## src/link_pkg.sv

```systemverilog
// Constants, register map and decoding helpers of the serial slave link.
// Assumes a 10 MHz system clock; all cycle counts below derive from CLK_HZ.
package link_pkg;

    localparam int          CLK_HZ         = 10_000_000;
    localparam int          SEC_S          = 1;
    localparam int          SEC_CYCLES     = SEC_S * CLK_HZ;

    // Register byte offsets
    localparam logic [7:0]  OFS_STATION    = 8'h00;
    localparam logic [7:0]  OFS_BAUD       = 8'h04;
    localparam logic [7:0]  OFS_CTRL       = 8'h08;
    localparam logic [7:0]  OFS_TIMEOUT    = 8'h0c;
    localparam logic [7:0]  OFS_REPLY      = 8'h10;
    localparam logic [7:0]  OFS_STATUS     = 8'h14;

    // Values after reset
    localparam logic [7:0]  RST_STATION    = 8'h01;
    localparam logic [2:0]  RST_BAUD       = 3'h3;
    localparam logic        RST_WR_EN      = 1'b0;
    localparam logic [6:0]  RST_TIMEOUT    = 7'h00;
    localparam logic [2:0]  RST_REPLY      = 3'h0;

    // Field limits and codes
    localparam logic [7:0]  STATION_MAX    = 8'hc7;
    localparam logic [7:0]  BROADCAST_ADDR = 8'hff;
    localparam logic [6:0]  TIMEOUT_MAX    = 7'h63;
    localparam logic [2:0]  REPLY_SEL_MAX  = 3'h5;
    localparam logic [15:0] OPEN_REG_A     = 16'h0004;
    localparam logic [15:0] OPEN_REG_B     = 16'h0005;

    // Character framing in bit times
    localparam int          CHAR_BITS      = 11;
    localparam logic [5:0]  FRAME_GAP_BITS = 6'h27;
    localparam logic [3:0]  TX_FRAME_BITS  = 4'ha;
    localparam logic [3:0]  RX_DATA_BITS   = 4'h8;
    localparam int          DIV_W          = 14;

    function automatic logic [DIV_W-1:0] baud_div(input logic [2:0] sel);
        unique case (sel)
            3'h0: baud_div = DIV_W'(CLK_HZ / 1200);
            3'h1: baud_div = DIV_W'(CLK_HZ / 2400);
            3'h2: baud_div = DIV_W'(CLK_HZ / 4800);
            3'h3: baud_div = DIV_W'(CLK_HZ / 9600);
            3'h4: baud_div = DIV_W'(CLK_HZ / 19200);
            3'h5: baud_div = DIV_W'(CLK_HZ / 38400);
            3'h6: baud_div = DIV_W'(CLK_HZ / 57600);
            3'h7: baud_div = DIV_W'(CLK_HZ / 115200);
        endcase
    endfunction : baud_div

    // Reply delay in bit times; code 0 is the standard, undelayed answer
    function automatic logic [11:0] reply_bits(input logic [2:0] sel);
        case (sel)
            3'h1:    reply_bits = 12'(10 * CHAR_BITS);
            3'h2:    reply_bits = 12'(20 * CHAR_BITS);
            3'h3:    reply_bits = 12'(50 * CHAR_BITS);
            3'h4:    reply_bits = 12'(100 * CHAR_BITS);
            3'h5:    reply_bits = 12'(200 * CHAR_BITS);
            default: reply_bits = 12'h000;
        endcase
    endfunction : reply_bits

endpackage : link_pkg

```

## src/modbus_serial_slave_link.sv

```systemverilog
// Serial slave link: RS-485 byte receiver and transmitter with station match,
// access gate for configuration writes, frame gap supervision and reply delay.
// Assumes rxd is synchronous to clk_sys and one AHB-Lite master with hready.
//
// Implementation choices: the AHB-Lite register port and the placing of the registers.
`timescale 1ns/1ps
module modbus_serial_slave_link
    import link_pkg::*;
#(
    parameter int SEC_CYCLES_P = SEC_CYCLES
) (
    // Clock, reset, enable
    input  wire logic        clk_sys,
    input  wire logic        sys_rst,
    input  wire logic        clk_en,
    // AHB-Lite slave
    input  wire logic        hsel,
    input  wire logic [31:0] haddr,
    input  wire logic [1:0]  htrans,
    input  wire logic        hwrite,
    input  wire logic [2:0]  hsize,
    input  wire logic [31:0] hwdata,
    input  wire logic        hready,
    output logic             hreadyout,
    output logic             hresp,
    output logic [31:0]      hrdata,
    // RS-485 pins
    input  wire logic        rxd,
    output logic             txd,
    output logic             tx_drive_en,
    // Received bytes of frames for this station
    output logic [7:0]       rx_data,
    output logic             rx_valid,
    output logic             rx_frame_end,
    // Reply bytes
    input  wire logic [7:0]  tx_data,
    input  wire logic        tx_valid,
    output logic             tx_ready,
    // Configuration write gate for the protocol engine
    input  wire logic        cfg_wr_req,
    input  wire logic [15:0] cfg_wr_reg,
    output logic             cfg_wr_allow,
    // Alert relay driven by the frame gap supervision
    output logic             relay_alert
);

    typedef enum logic [1:0] {RX_IDLE, RX_START, RX_DATA, RX_STOP} rx_state_t;

    // Configuration
    logic [7:0]       station_q;
    logic [2:0]       baud_q;
    logic             wr_en_q;
    logic [6:0]       timeout_q;
    logic [2:0]       reply_q;
    // Bus pipeline
    logic             ph_wr_q;
    logic [7:0]       ph_ofs_q;
    logic [31:0]      hrdata_q;
    // Bit tick and receiver
    logic [DIV_W-1:0] tick_cnt_q;
    rx_state_t        rx_st_q;
    logic [DIV_W-1:0] rx_cnt_q;
    logic [3:0]       rx_bit_q;
    logic [7:0]       rx_sh_q;
    logic [7:0]       rx_data_q;
    logic             rx_valid_q;
    // Frame tracking
    logic             in_frame_q;
    logic             first_q;
    logic             mine_q;
    logic             bad_q;
    logic [5:0]       gap_bits_q;
    logic             frame_end_q;
    // Supervision and reply
    logic [31:0]      sec_cnt_q;
    logic [6:0]       gap_s_q;
    logic             alert_q;
    logic [11:0]      dly_q;
    logic             dly_run_q;
    logic             open_q;
    // Transmitter
    logic             tx_busy_q;
    logic [9:0]       tx_sh_q;
    logic [3:0]       tx_bit_q;
    logic [DIV_W-1:0] tx_cnt_q;
    logic             txd_q;

    // Decode
    wire logic [DIV_W-1:0] div      = baud_div(baud_q);
    wire logic             bit_tick = (tick_cnt_q == '0);
    wire logic             ahb_take = hsel & hready & htrans[1];
    wire logic             wr_now   = ph_wr_q;
    wire logic [7:0]       a_ofs    = haddr[7:0];
    wire logic             rx_fall  = (rx_st_q == RX_IDLE) & ~rxd;
    wire logic             rx_samp  = (rx_st_q != RX_IDLE) & (rx_cnt_q == '0);
    wire logic             byte_ok  = rx_samp & (rx_st_q == RX_STOP) & rxd;
    wire logic             byte_bad = rx_samp & (rx_st_q == RX_STOP) & ~rxd;
    wire logic             frame_done = in_frame_q & (rx_st_q == RX_IDLE) & bit_tick
                                        & (gap_bits_q == FRAME_GAP_BITS - 6'h01);
    wire logic             addr_hit = (station_q == 8'h00) ?
                                      (rx_sh_q == BROADCAST_ADDR) :
                                      (rx_sh_q == station_q);
    wire logic             sec_tick = (sec_cnt_q == 32'(SEC_CYCLES_P - 1));
    wire logic             tx_take  = tx_valid & tx_ready;
    wire logic             tx_step  = tx_busy_q & (tx_cnt_q == '0);

    wire logic [31:0] rd_word =
        (a_ofs == OFS_STATION) ? {24'h000000, station_q} :
        (a_ofs == OFS_BAUD)    ? {29'h00000000, baud_q} :
        (a_ofs == OFS_CTRL)    ? {31'h00000000, wr_en_q} :
        (a_ofs == OFS_TIMEOUT) ? {25'h0000000, timeout_q} :
        (a_ofs == OFS_REPLY)   ? {29'h00000000, reply_q} :
        (a_ofs == OFS_STATUS)  ? {28'h0000000, tx_busy_q, open_q, in_frame_q, alert_q} :
                                 32'h00000000;

    // AHB-Lite: zero wait states, always OKAY
    assign hreadyout = 1'b1;
    assign hresp     = 1'b0;
    assign hrdata    = hrdata_q;

    always_ff @(posedge clk_sys) begin
        if (sys_rst) begin
            ph_wr_q  <= 1'b0;
            ph_ofs_q <= 8'h00;
            hrdata_q <= 32'h00000000;
        end else if (clk_en) begin
            if (hready) begin
                ph_wr_q  <= ahb_take & hwrite;
                ph_ofs_q <= a_ofs;
            end
            if (ahb_take & ~hwrite) begin
                hrdata_q <= rd_word;
            end
        end
    end

    // Out-of-range station, timeout and reply writes leave the old value, so the fields never leave their limits
    always_ff @(posedge clk_sys) begin
        if (sys_rst) begin
            station_q <= RST_STATION;
            baud_q    <= RST_BAUD;
            wr_en_q   <= RST_WR_EN;
            timeout_q <= RST_TIMEOUT;
            reply_q   <= RST_REPLY;
        end else if (clk_en && wr_now) begin
            if (ph_ofs_q == OFS_STATION && hwdata[31:8] == '0
                && hwdata[7:0] <= STATION_MAX) begin
                station_q <= hwdata[7:0];
            end
            if (ph_ofs_q == OFS_BAUD) begin
                baud_q <= hwdata[2:0];
            end
            if (ph_ofs_q == OFS_CTRL) begin
                wr_en_q <= hwdata[0];
            end
            if (ph_ofs_q == OFS_TIMEOUT && hwdata[31:7] == '0
                && hwdata[6:0] <= TIMEOUT_MAX) begin
                timeout_q <= hwdata[6:0];
            end
            if (ph_ofs_q == OFS_REPLY && hwdata[31:3] == '0
                && hwdata[2:0] <= REPLY_SEL_MAX) begin
                reply_q <= hwdata[2:0];
            end
        end
    end

    // Link write gate: two registers bypass the access switch
    assign cfg_wr_allow = cfg_wr_req & (wr_en_q
                          | cfg_wr_reg == OPEN_REG_A
                          | cfg_wr_reg == OPEN_REG_B);

    // Free-running bit-time tick for gap and reply counting
    always_ff @(posedge clk_sys) begin
        if (sys_rst) begin
            tick_cnt_q <= '0;
        end else if (clk_en) begin
            tick_cnt_q <= bit_tick ? div - 1'b1 : tick_cnt_q - 1'b1;
        end
    end

    // Receiver, 8N1, sampled at mid-bit
    always_ff @(posedge clk_sys) begin
        if (sys_rst) begin
            rx_st_q  <= RX_IDLE;
            rx_cnt_q <= '0;
            rx_bit_q <= 4'h0;
            rx_sh_q  <= 8'h00;
        end else if (clk_en) begin
            if (rx_fall) begin
                rx_st_q  <= RX_START;
                rx_cnt_q <= div >> 1;
            end else if (rx_st_q != RX_IDLE) begin
                rx_cnt_q <= rx_samp ? div - 1'b1 : rx_cnt_q - 1'b1;
                if (rx_samp) begin
                    unique case (rx_st_q)
                        RX_START: begin
                            rx_st_q  <= rxd ? RX_IDLE : RX_DATA;
                            rx_bit_q <= 4'h0;
                        end
                        RX_DATA: begin
                            rx_sh_q  <= {rxd, rx_sh_q[7:1]};
                            rx_bit_q <= rx_bit_q + 4'h1;
                            if (rx_bit_q == RX_DATA_BITS - 4'h1) begin
                                rx_st_q <= RX_STOP;
                            end
                        end
                        RX_STOP: rx_st_q <= RX_IDLE;
                        RX_IDLE: rx_st_q <= RX_IDLE;
                    endcase
                end
            end
        end
    end

    // Frame tracking: a frame ends after 3.5 character times of silence
    always_ff @(posedge clk_sys) begin
        if (sys_rst) begin
            in_frame_q  <= 1'b0;
            first_q     <= 1'b1;
            mine_q      <= 1'b0;
            bad_q       <= 1'b0;
            gap_bits_q  <= 6'h00;
            frame_end_q <= 1'b0;
            rx_data_q   <= 8'h00;
            rx_valid_q  <= 1'b0;
        end else if (clk_en) begin
            frame_end_q <= frame_done & mine_q & ~bad_q;
            rx_valid_q  <= 1'b0;
            if (rx_st_q != RX_IDLE || rx_fall) begin
                gap_bits_q <= 6'h00;
            end else if (in_frame_q && bit_tick) begin
                gap_bits_q <= gap_bits_q + 6'h01;
            end
            if (byte_ok || byte_bad) begin
                in_frame_q <= 1'b1;
                first_q    <= 1'b0;
                bad_q      <= bad_q | byte_bad;
                if (first_q) begin
                    mine_q <= byte_ok & addr_hit;
                end
                if (byte_ok && (first_q ? addr_hit : mine_q)) begin
                    rx_data_q  <= rx_sh_q;
                    rx_valid_q <= 1'b1;
                end
            end else if (frame_done) begin
                in_frame_q <= 1'b0;
                first_q    <= 1'b1;
                mine_q     <= 1'b0;
                bad_q      <= 1'b0;
            end
        end
    end

    assign rx_data      = rx_data_q;
    assign rx_valid     = rx_valid_q;
    assign rx_frame_end = frame_end_q;

    // Frame gap supervision in whole seconds
    always_ff @(posedge clk_sys) begin
        if (sys_rst) begin
            sec_cnt_q <= 32'h00000000;
            gap_s_q   <= 7'h00;
            alert_q   <= 1'b0;
        end else if (clk_en) begin
            if (frame_end_q) begin
                sec_cnt_q <= 32'h00000000;
                gap_s_q   <= 7'h00;
                alert_q   <= 1'b0;
            end else begin
                sec_cnt_q <= sec_tick ? 32'h00000000 : sec_cnt_q + 32'h00000001;
                if (sec_tick && gap_s_q != 7'h7f) begin
                    gap_s_q <= gap_s_q + 7'h01;
                end
                if (timeout_q == 7'h00) begin
                    alert_q <= 1'b0;
                end else if (gap_s_q > timeout_q) begin
                    alert_q <= 1'b1;
                end
            end
        end
    end

    assign relay_alert = alert_q;

    // Reply window: opens after the selected delay, closes when the master talks again
    always_ff @(posedge clk_sys) begin
        if (sys_rst) begin
            dly_q     <= 12'h000;
            dly_run_q <= 1'b0;
            open_q    <= 1'b0;
        end else if (clk_en) begin
            if (frame_end_q) begin
                dly_q     <= reply_bits(reply_q);
                dly_run_q <= 1'b1;
                open_q    <= 1'b0;
            end else if (dly_run_q) begin
                if (dly_q == 12'h000) begin
                    dly_run_q <= 1'b0;
                    open_q    <= 1'b1;
                end else if (bit_tick) begin
                    dly_q <= dly_q - 12'h001;
                end
            end else if (rx_fall) begin
                open_q <= 1'b0;
            end
        end
    end

    // Transmitter, 8N1, LSB first
    always_ff @(posedge clk_sys) begin
        if (sys_rst) begin
            tx_busy_q <= 1'b0;
            tx_sh_q   <= 10'h3ff;
            tx_bit_q  <= 4'h0;
            tx_cnt_q  <= '0;
            txd_q     <= 1'b1;
        end else if (clk_en) begin
            if (tx_take) begin
                tx_busy_q <= 1'b1;
                tx_sh_q   <= {1'b1, tx_data, 1'b0};
                tx_bit_q  <= 4'h0;
                tx_cnt_q  <= div - 1'b1;
                txd_q     <= 1'b0;
            end else if (tx_step) begin
                tx_cnt_q <= div - 1'b1;
                tx_bit_q <= tx_bit_q + 4'h1;
                tx_sh_q  <= {1'b1, tx_sh_q[9:1]};
                txd_q    <= tx_sh_q[1];
                if (tx_bit_q == TX_FRAME_BITS - 4'h1) begin
                    tx_busy_q <= 1'b0;
                    txd_q     <= 1'b1;
                end
            end else if (tx_busy_q) begin
                tx_cnt_q <= tx_cnt_q - 1'b1;
            end
        end
    end

    assign tx_ready    = open_q & ~tx_busy_q & clk_en;
    assign txd         = txd_q;
    assign tx_drive_en = tx_busy_q;

endmodule : modbus_serial_slave_link

```

## config.mk

```make
export PLATFORM = sky130hd
export DESIGN_NAME = modbus_serial_slave_link
export DESIGN_NICKNAME = d
export VERILOG_FILES = /design/src/link_pkg.sv /design/src/modbus_serial_slave_link.sv
export SDC_FILE = /design/constraint.sdc
export NUM_CORES = 1
export LEC_CHECK = 0
export ABC_AREA = 1
export BUFFER_PORTS_ARGS = -buffer_cell sky130_fd_sc_hd__buf_2
export CELL_PAD_IN_SITES_DETAIL_PLACEMENT = 1
export CELL_PAD_IN_SITES_GLOBAL_PLACEMENT = 2
export CORE_MARGIN = 2
export CORE_UTILIZATION = 29
export CTS_BUF_LIST = sky130_fd_sc_hd__clkbuf_8 sky130_fd_sc_hd__clkbuf_16
export CTS_CLUSTER_DIAMETER = 30
export DETAILED_ROUTE_END_ITERATION = 8
export PLACE_DENSITY = 0.77
export SLEW_MARGIN = 20
export SYNTH_ARGS = -nofsm -noshare
export SYNTH_HDL_FRONTEND = slang
export SYNTH_SLANG_ARGS = --single-unit
```

## constraint.sdc

```tcl
create_clock -name clk_sys -period 1.83 [get_ports clk_sys]
set_input_delay 0.0915 -clock clk_sys [delete_from_list [all_inputs] [get_ports clk_sys]]
set_output_delay 0.0915 -clock clk_sys [all_outputs]
set_load 0.01 [all_outputs]
```

; ---- Word-level counts from Yosys, hierarchy flattened
; Memories as Yosys holds them, arrays and structs flattened. A register that Yosys moved wholly into a read port is not among the register bits.
; Index checks and enable logic that the tools add are counted.
[totals]
regBits = 209
mem_bits_ro = 112
input_bits = 102
output_inout_bits = 49
word_cells = 230
memories = 1
[memory_table]
columns = memory, depth, width, read_ports, rd_ports_with_merged_regs, write_ports, line_no
row1 = (name not given), 8, 14, 1, 1, 0, link_pkg.sv:40  ; unique case (sel)
[op_classes]
addsub = 10
magnitude_cmp = 4
eq_ne = 30
mux = 64
bitwise = 28
reduce_logical = 61
[op_table]
columns = operator, count
row1 = 14-bit 2-to-1 mux, 7
row2 = 32-bit 2-to-1 mux, 2
row3 = 12-bit case mux with 5 select lines, 1
row4 = 14-bit by 1-bit subtractor with 14-bit output (second input constant), 4
row5 = 12-bit 2-to-1 mux, 4
row6 = 14-bit zero test, 3
row7 = 7-bit 2-to-1 mux, 5
row8 = 32-bit by 1-bit adder with 32-bit output (second input constant), 1
row9 = 16-bit by 3-bit == test with 1-bit output (second input constant), 2
row10 = 32-bit by 24-bit == test with 1-bit output (second input constant), 1
row11 = 8-bit by 4-bit == test with 1-bit output (second input constant), 4
row12 = 29-bit zero test, 1
row13 = 2-bit AND reduction, 14
row14 = 1-bit 2-to-1 mux, 27
row15 = 25-bit zero test, 1
row16 = 8-bit by 5-bit == test with 1-bit output (second input constant), 3
row17 = 24-bit zero test, 1
row18 = 8-bit zero test, 3
row19 = 2-bit nonzero test, 11
row20 = 1-bit AND, 20
row21 = 10-bit 2-to-1 mux, 2
row22 = 8-bit by 3-bit == test with 1-bit output (second input constant), 2
row23 = 4-bit 2-to-1 mux, 4
row24 = 12-bit zero test, 1
row25 = 39 further kinds, 73

; ---- Logic depth before layout (Yosys ltp)
[depth]
depth_word = 7
ltp_mapped = 16
ltp_nobuf = 15

; ---- Worst setup path after synthesis
; OpenSTA, ideal clock, no wires.
[synth_path]
path_kind = reg2reg
startpoint = register ph_ofs_q[7]
endpoint = register, netlist name div[1]
setup_time_ns = 0.112
arrival_time_ns = 1.758
t_required_ns = 1.718
setup_slack_ns = -0.040
stages_incl_launch_ff = 12
path_buffers = 0
period_less_slack_ns = 1.870
path_cell_list = dfxtp_1 -> nor2_1 -> nand2_1 -> nor3_2 -> inv_1 -> nand2_1 -> o21ai_0 -> nor2_1 -> inv_1 -> ha_1 -> nand2_1 -> nand2_1
[synth_between]
elab_chain_cells = 4
[synth_rtl]
columns = element, line_no
row1 = "start, declared", modbus_serial_slave_link.sv:57  ; logic [7:0] ph_ofs_q;
row2 = "start signal, assigned", modbus_serial_slave_link.sv:129  ; ph_ofs_q <= a_ofs;
row3 = 8-bit by 3-bit == test with 1-bit output, modbus_serial_slave_link.sv:150  ; if (ph_ofs_q == OFS_BAUD) begin
row4 = 2-bit AND reduction (no line), -
row5 = 3-bit 2-to-1 mux (no line) (2 in series), -
; No other way between the ends.
; A chain may end at the register's enable or synchronous reset.

; ---- Worst setup path after layout
[layout_path]
startpoint = register sec_cnt_q[0]
endpoint = register sec_cnt_q[20]
[layout_between]
elab_chain_cells = 3
elab_cells_between_ends = 4
classes_between = add/sub: 1 / eq/ne: 1 / mux: 2
[layout_rtl]
columns = element, line_no
row1 = "start, declared", modbus_serial_slave_link.sv:75  ; logic [31:0] sec_cnt_q;
row2 = "start signal, assigned", modbus_serial_slave_link.sv:270  ; sec_cnt_q <= sec_tick ? 32'h00000000 : sec_cnt_q + 32'h00000001;
row3 = 32-bit by 1-bit adder with 32-bit output or 32-bit by 24-bit == test with 1-bit output (tied branches), "modbus_serial_slave_link.sv:270, modbus_serial_slave_link.sv:103"
row4 = 32-bit 2-to-1 mux *, modbus_serial_slave_link.sv:270
row5 = 32-bit 2-to-1 mux *, modbus_serial_slave_link.sv:265  ; if (frame_end_q) begin
; Mark *: on every way between the ends. The rest lies on a longest branch, timed or not.

==> metrics.md <==
| Metric | Value |
|---|---|
| Outcome | finished with violations |
| Violated checks | setup timing |
| P per Cell Area | 742.7 mW/mm² |
| Io pins | 151 |
| CP endpoint kind | register |
| Crit Path Category | reg -> reg |
| Fin crit period | approximately 1800 ps |
| First-pass GRT wire length | about 62 mm |
| Initial Utilization | about 29% |
| PortBufs | 95 |
| DRT Wirelength | 38.82 mm |
| Residual DRC | 0 |
| Req. time, crit path | 2170 ps |
| Critical path peak fanout | 5 |
| Critical path depth | 11 |
| # setup viols final | 2 |
| Syn Area/Cell | slightly below 7 µm² |
| Final WS setup | -0.5422 ps |
| Register bit count reported by yosys | a little under 200 |
| Dpl cells | around 2300 |
| Post-Synthesis Cells | approximately 1700 |
| Dominant synthesized flop cell | dfxtp_1 |
| Worst-path clk slew | around 80 ps |
| Worst path cell trace | ha_4 > inv_4 > nor2_4 > nand2_4 > nor2_4 > nand4_1 > o21ai_4 > nand2_2 > nand2_4 > clkbuf_16 > nor3b_2 |
| Cell variety after synth | 54 |
| Clk_skew | 16.94 ps |
| Largest net degree at the start of global routing | approximately 40 |
| Antenna Cells | 0 |
| Leak Pwr | approximately 6.5 nW |
| Area growth syn-to-layout | 33.87% |
| Antenna-violating nets left | 0 |
| Period utilisation layout | 100.0% |
| Gpl congestion | 0.8210 |
| Crit path DAT | about 2200 ps |
| Root Driver | clkbuf_16 |
| Register area share after synthesis | approximately a third |
| # nets final | 2042 |
| Worst-margin pin slew | around 520 ps |
| Vias in the first global route | ~12000 |
| Rows | 72 |
| Top post-synthesis cells by area | dfxtp_1, nand2_1, inv_1 |
| Non-filler instance count after layout | 2435 |
| Relative slew slack | between 60% and 70% |
| CTS tree | built |
| HP Class | in -> reg |
| Num CTS Buffers | 17 |
| Die height | 202.2 µm |
| # clock sinks | 197 |
| Clk buf depth | 2 |
| Post-synthesis cell area | 0.01139 mm² |
| Initial antenna violation count | 1 |
| Buffers & Inverters on Critical Path | 2 |
| CP delay by family, top | simple AND/OR/NAND/NOR gates |
| Sum of negative setup slack | -0.7110 ps |
| Worst skew pair latency | about 460 ps |
| H-tree depth | 4 |
| Peak VDD IR | 0.0007277 V |
| Vias/cell | 4.874 |
| Worst Reg-to-Reg Cells | 11 |
| Post-synth EDFFs | 0 |
| Layout fillers | between 4000 and 5000 |
| 1st-iter DRT viols | between 400 and 500 |
| Die ar. | 0.04088 mm² |
| Global route total overflow | 0 |
| Total Routing Usage GR | between 10% and 20% |
| Hold Path Cell Cnt | 3 |
| CP max stage delay | roughly 350 ps |
| Synth area leader | dfxtp_1 |
| Share of layout cells above drive strength 1 | roughly 28% |
| Final Util | between 30% and 40% |
| Setup crit start kind | register |
| Final Max Tran Viols | 0 |
| Slowest stage cell, crit path | dfxtp_2 |
| Fmax achieved | roughly 0.55 GHz |
| Initial DRT Pass Iterations | 4 |
| Chip Width | approximately 200 µm |
| Core ar. | roughly 0.039 mm² |
| Via count | roughly 12000 |
| Hold_ws | ~21 ps |
| Post-synth top area share | around 35% |
| HPWL Detailed | 28.73 mm |
| Max-Cap Viols | 0 |
| FFs w/ async S/R, synth | 0% |
| RSZ-0062 raised after global routing | yes |
| Synthesis Warnings | 0 |
| DR WL/cell | between 15 and 20 µm |
| Final Hold Viols | 0 |
final cells by class:
type / count / area (µm²) / area share [%]
multi-input cells: 1189 / 6997 / 45.88
flip-flops and latches: 197 / 3989 / 26.15
repair buffers: 273 / 2168 / 14.22
inverters: 227 / 874.6 / 5.735
well taps: 518 / 648.1 / 4.250
clock buffers: 19 / 452.9 / 2.970
clock inverters: 12 / 121.4 / 0.7958
where the power goes:
part	switching [mW]	total, mW	leakage [nW]	internal, mW
Clock	1.88	3.85	0.268	1.97
Combinational	1.65	2.83	4.58	1.19
Sequential	0.172	4.65	1.61	4.48
path summary, 6_finish.rpt:
kind	to	start	slack, ps
max reg2reg	sec_cnt_q[20]	sec_cnt_q[0]	-0.5
min	station_q[2]	hwdata[2]	20
max	sec_cnt_q[20]	sec_cnt_q[0]	-0.5
min reg2reg	bad_q	bad_q	460
placed cells by master, fill, tap and decap left out, types with 39 or more instances in the layout:
cell type and n:
nand2_1 259, inv_1 196, dfxtp_1 165, nor2_1 142, a21oi_1 131, buf_4 124, o21ai_0 101, buf_2 95
nand3_1 70, nor3_1 41, nand4_1 39
state kept, by name, summed over array words and instances (netlist names), 12 cells and up:
signal and cells:
tx_cnt_q 14, tick_cnt_q 14, sec_cnt_q 32, dly_q 12
div 14, rx_cnt_q 14
cell families after synthesis:
logic type,after synthesis,share of synthesized area [%]
buffers and inverters,301,11.39
AND/OR/NAND/NOR,730,29.57
flip-flops,197,34.62
adder cells (fa/ha/maj),35,3.844
other,2,0.06592
AO/OA/AOI/OAI,358,17.59
XOR/XNOR,38,2.921
worst reg2reg max path: stages (launching register included):
cell and delay, ps:
dfxtp_2 350, ha_4 150, inv_4 40, nor2_4 110
nand2_4 80, nor2_4 90, nand4_1 180, o21ai_4 250
nand2_2 90, nand2_4 150, clkbuf_16 190, nor3b_2 40
routing by layer:
metal,part of all wire (%),vias to the layer above,track usage (%),wire (µm)
li1,-,5941,-,-
met1,47,5733,23.75,18100
met2,49,167,33.08,19180
met3,2.7,28,2.806,1066
met4,1.2,0,4.797,461
met5,0,-,0,0
Yosys cell counts, types with 2 or more instances:
cell type / n
nor2_2: 8
o211ai_1: 26
nor3b_1: 6
dfxtp_1: 197
buf_4: 33
nor4_1: 20
nor3_1: 55
o311ai_0: 2
nor3_4: 2
nand2_4: 5
conb_1: 2
or2_2: 10
o31ai_1: 5
o21ai_0: 128
o22ai_1: 4
nand4_1: 39
buf_6: 4
nand2_2: 13
and2_1: 2
xor2_1: 27
nor2_4: 2
a211oi_1: 15
ha_1: 35
nor3b_2: 2
nand3_1: 83
nand2_1: 286
buf_1: 4
o221ai_1: 2
inv_2: 7
clkbuf_1: 24
clkinv_2: 2
o21bai_1: 2
xnor2_1: 11
a31oi_1: 10
o21ai_1: 4
buf_2: 9
o21ai_4: 2
nor2_1: 182
a221oi_1: 5
nor3_2: 8
inv_1: 218
a21oi_1: 147
nand3b_1: 2
through the flow:
stage | power (mW) | instance area (µm²) | setup slack [ps]
after detailed placement | 7.151 | 13170 | -71.25
after CTS | 11.10 | 14120 | 1.430
final | 11.33 | 15250 | -0.5422
after floorplan | 6.286 | 11490 | 40.86
after global routing | 11.98 | 15250 | -95.01
after global placement | 7.081 | 13170 | -54.37
timing repair:
item                                    in CTS  in global routing
gates cloned                                 1                  8
hold buffers                                25                  0
gates resized for setup                     23                266
buffers inserted                             5                 25
pin swaps                                    8                 65
endpoints found under the setup margin      18                135
hold endpoints to repair                    25                  0
(Power assumes the default switching activity.)
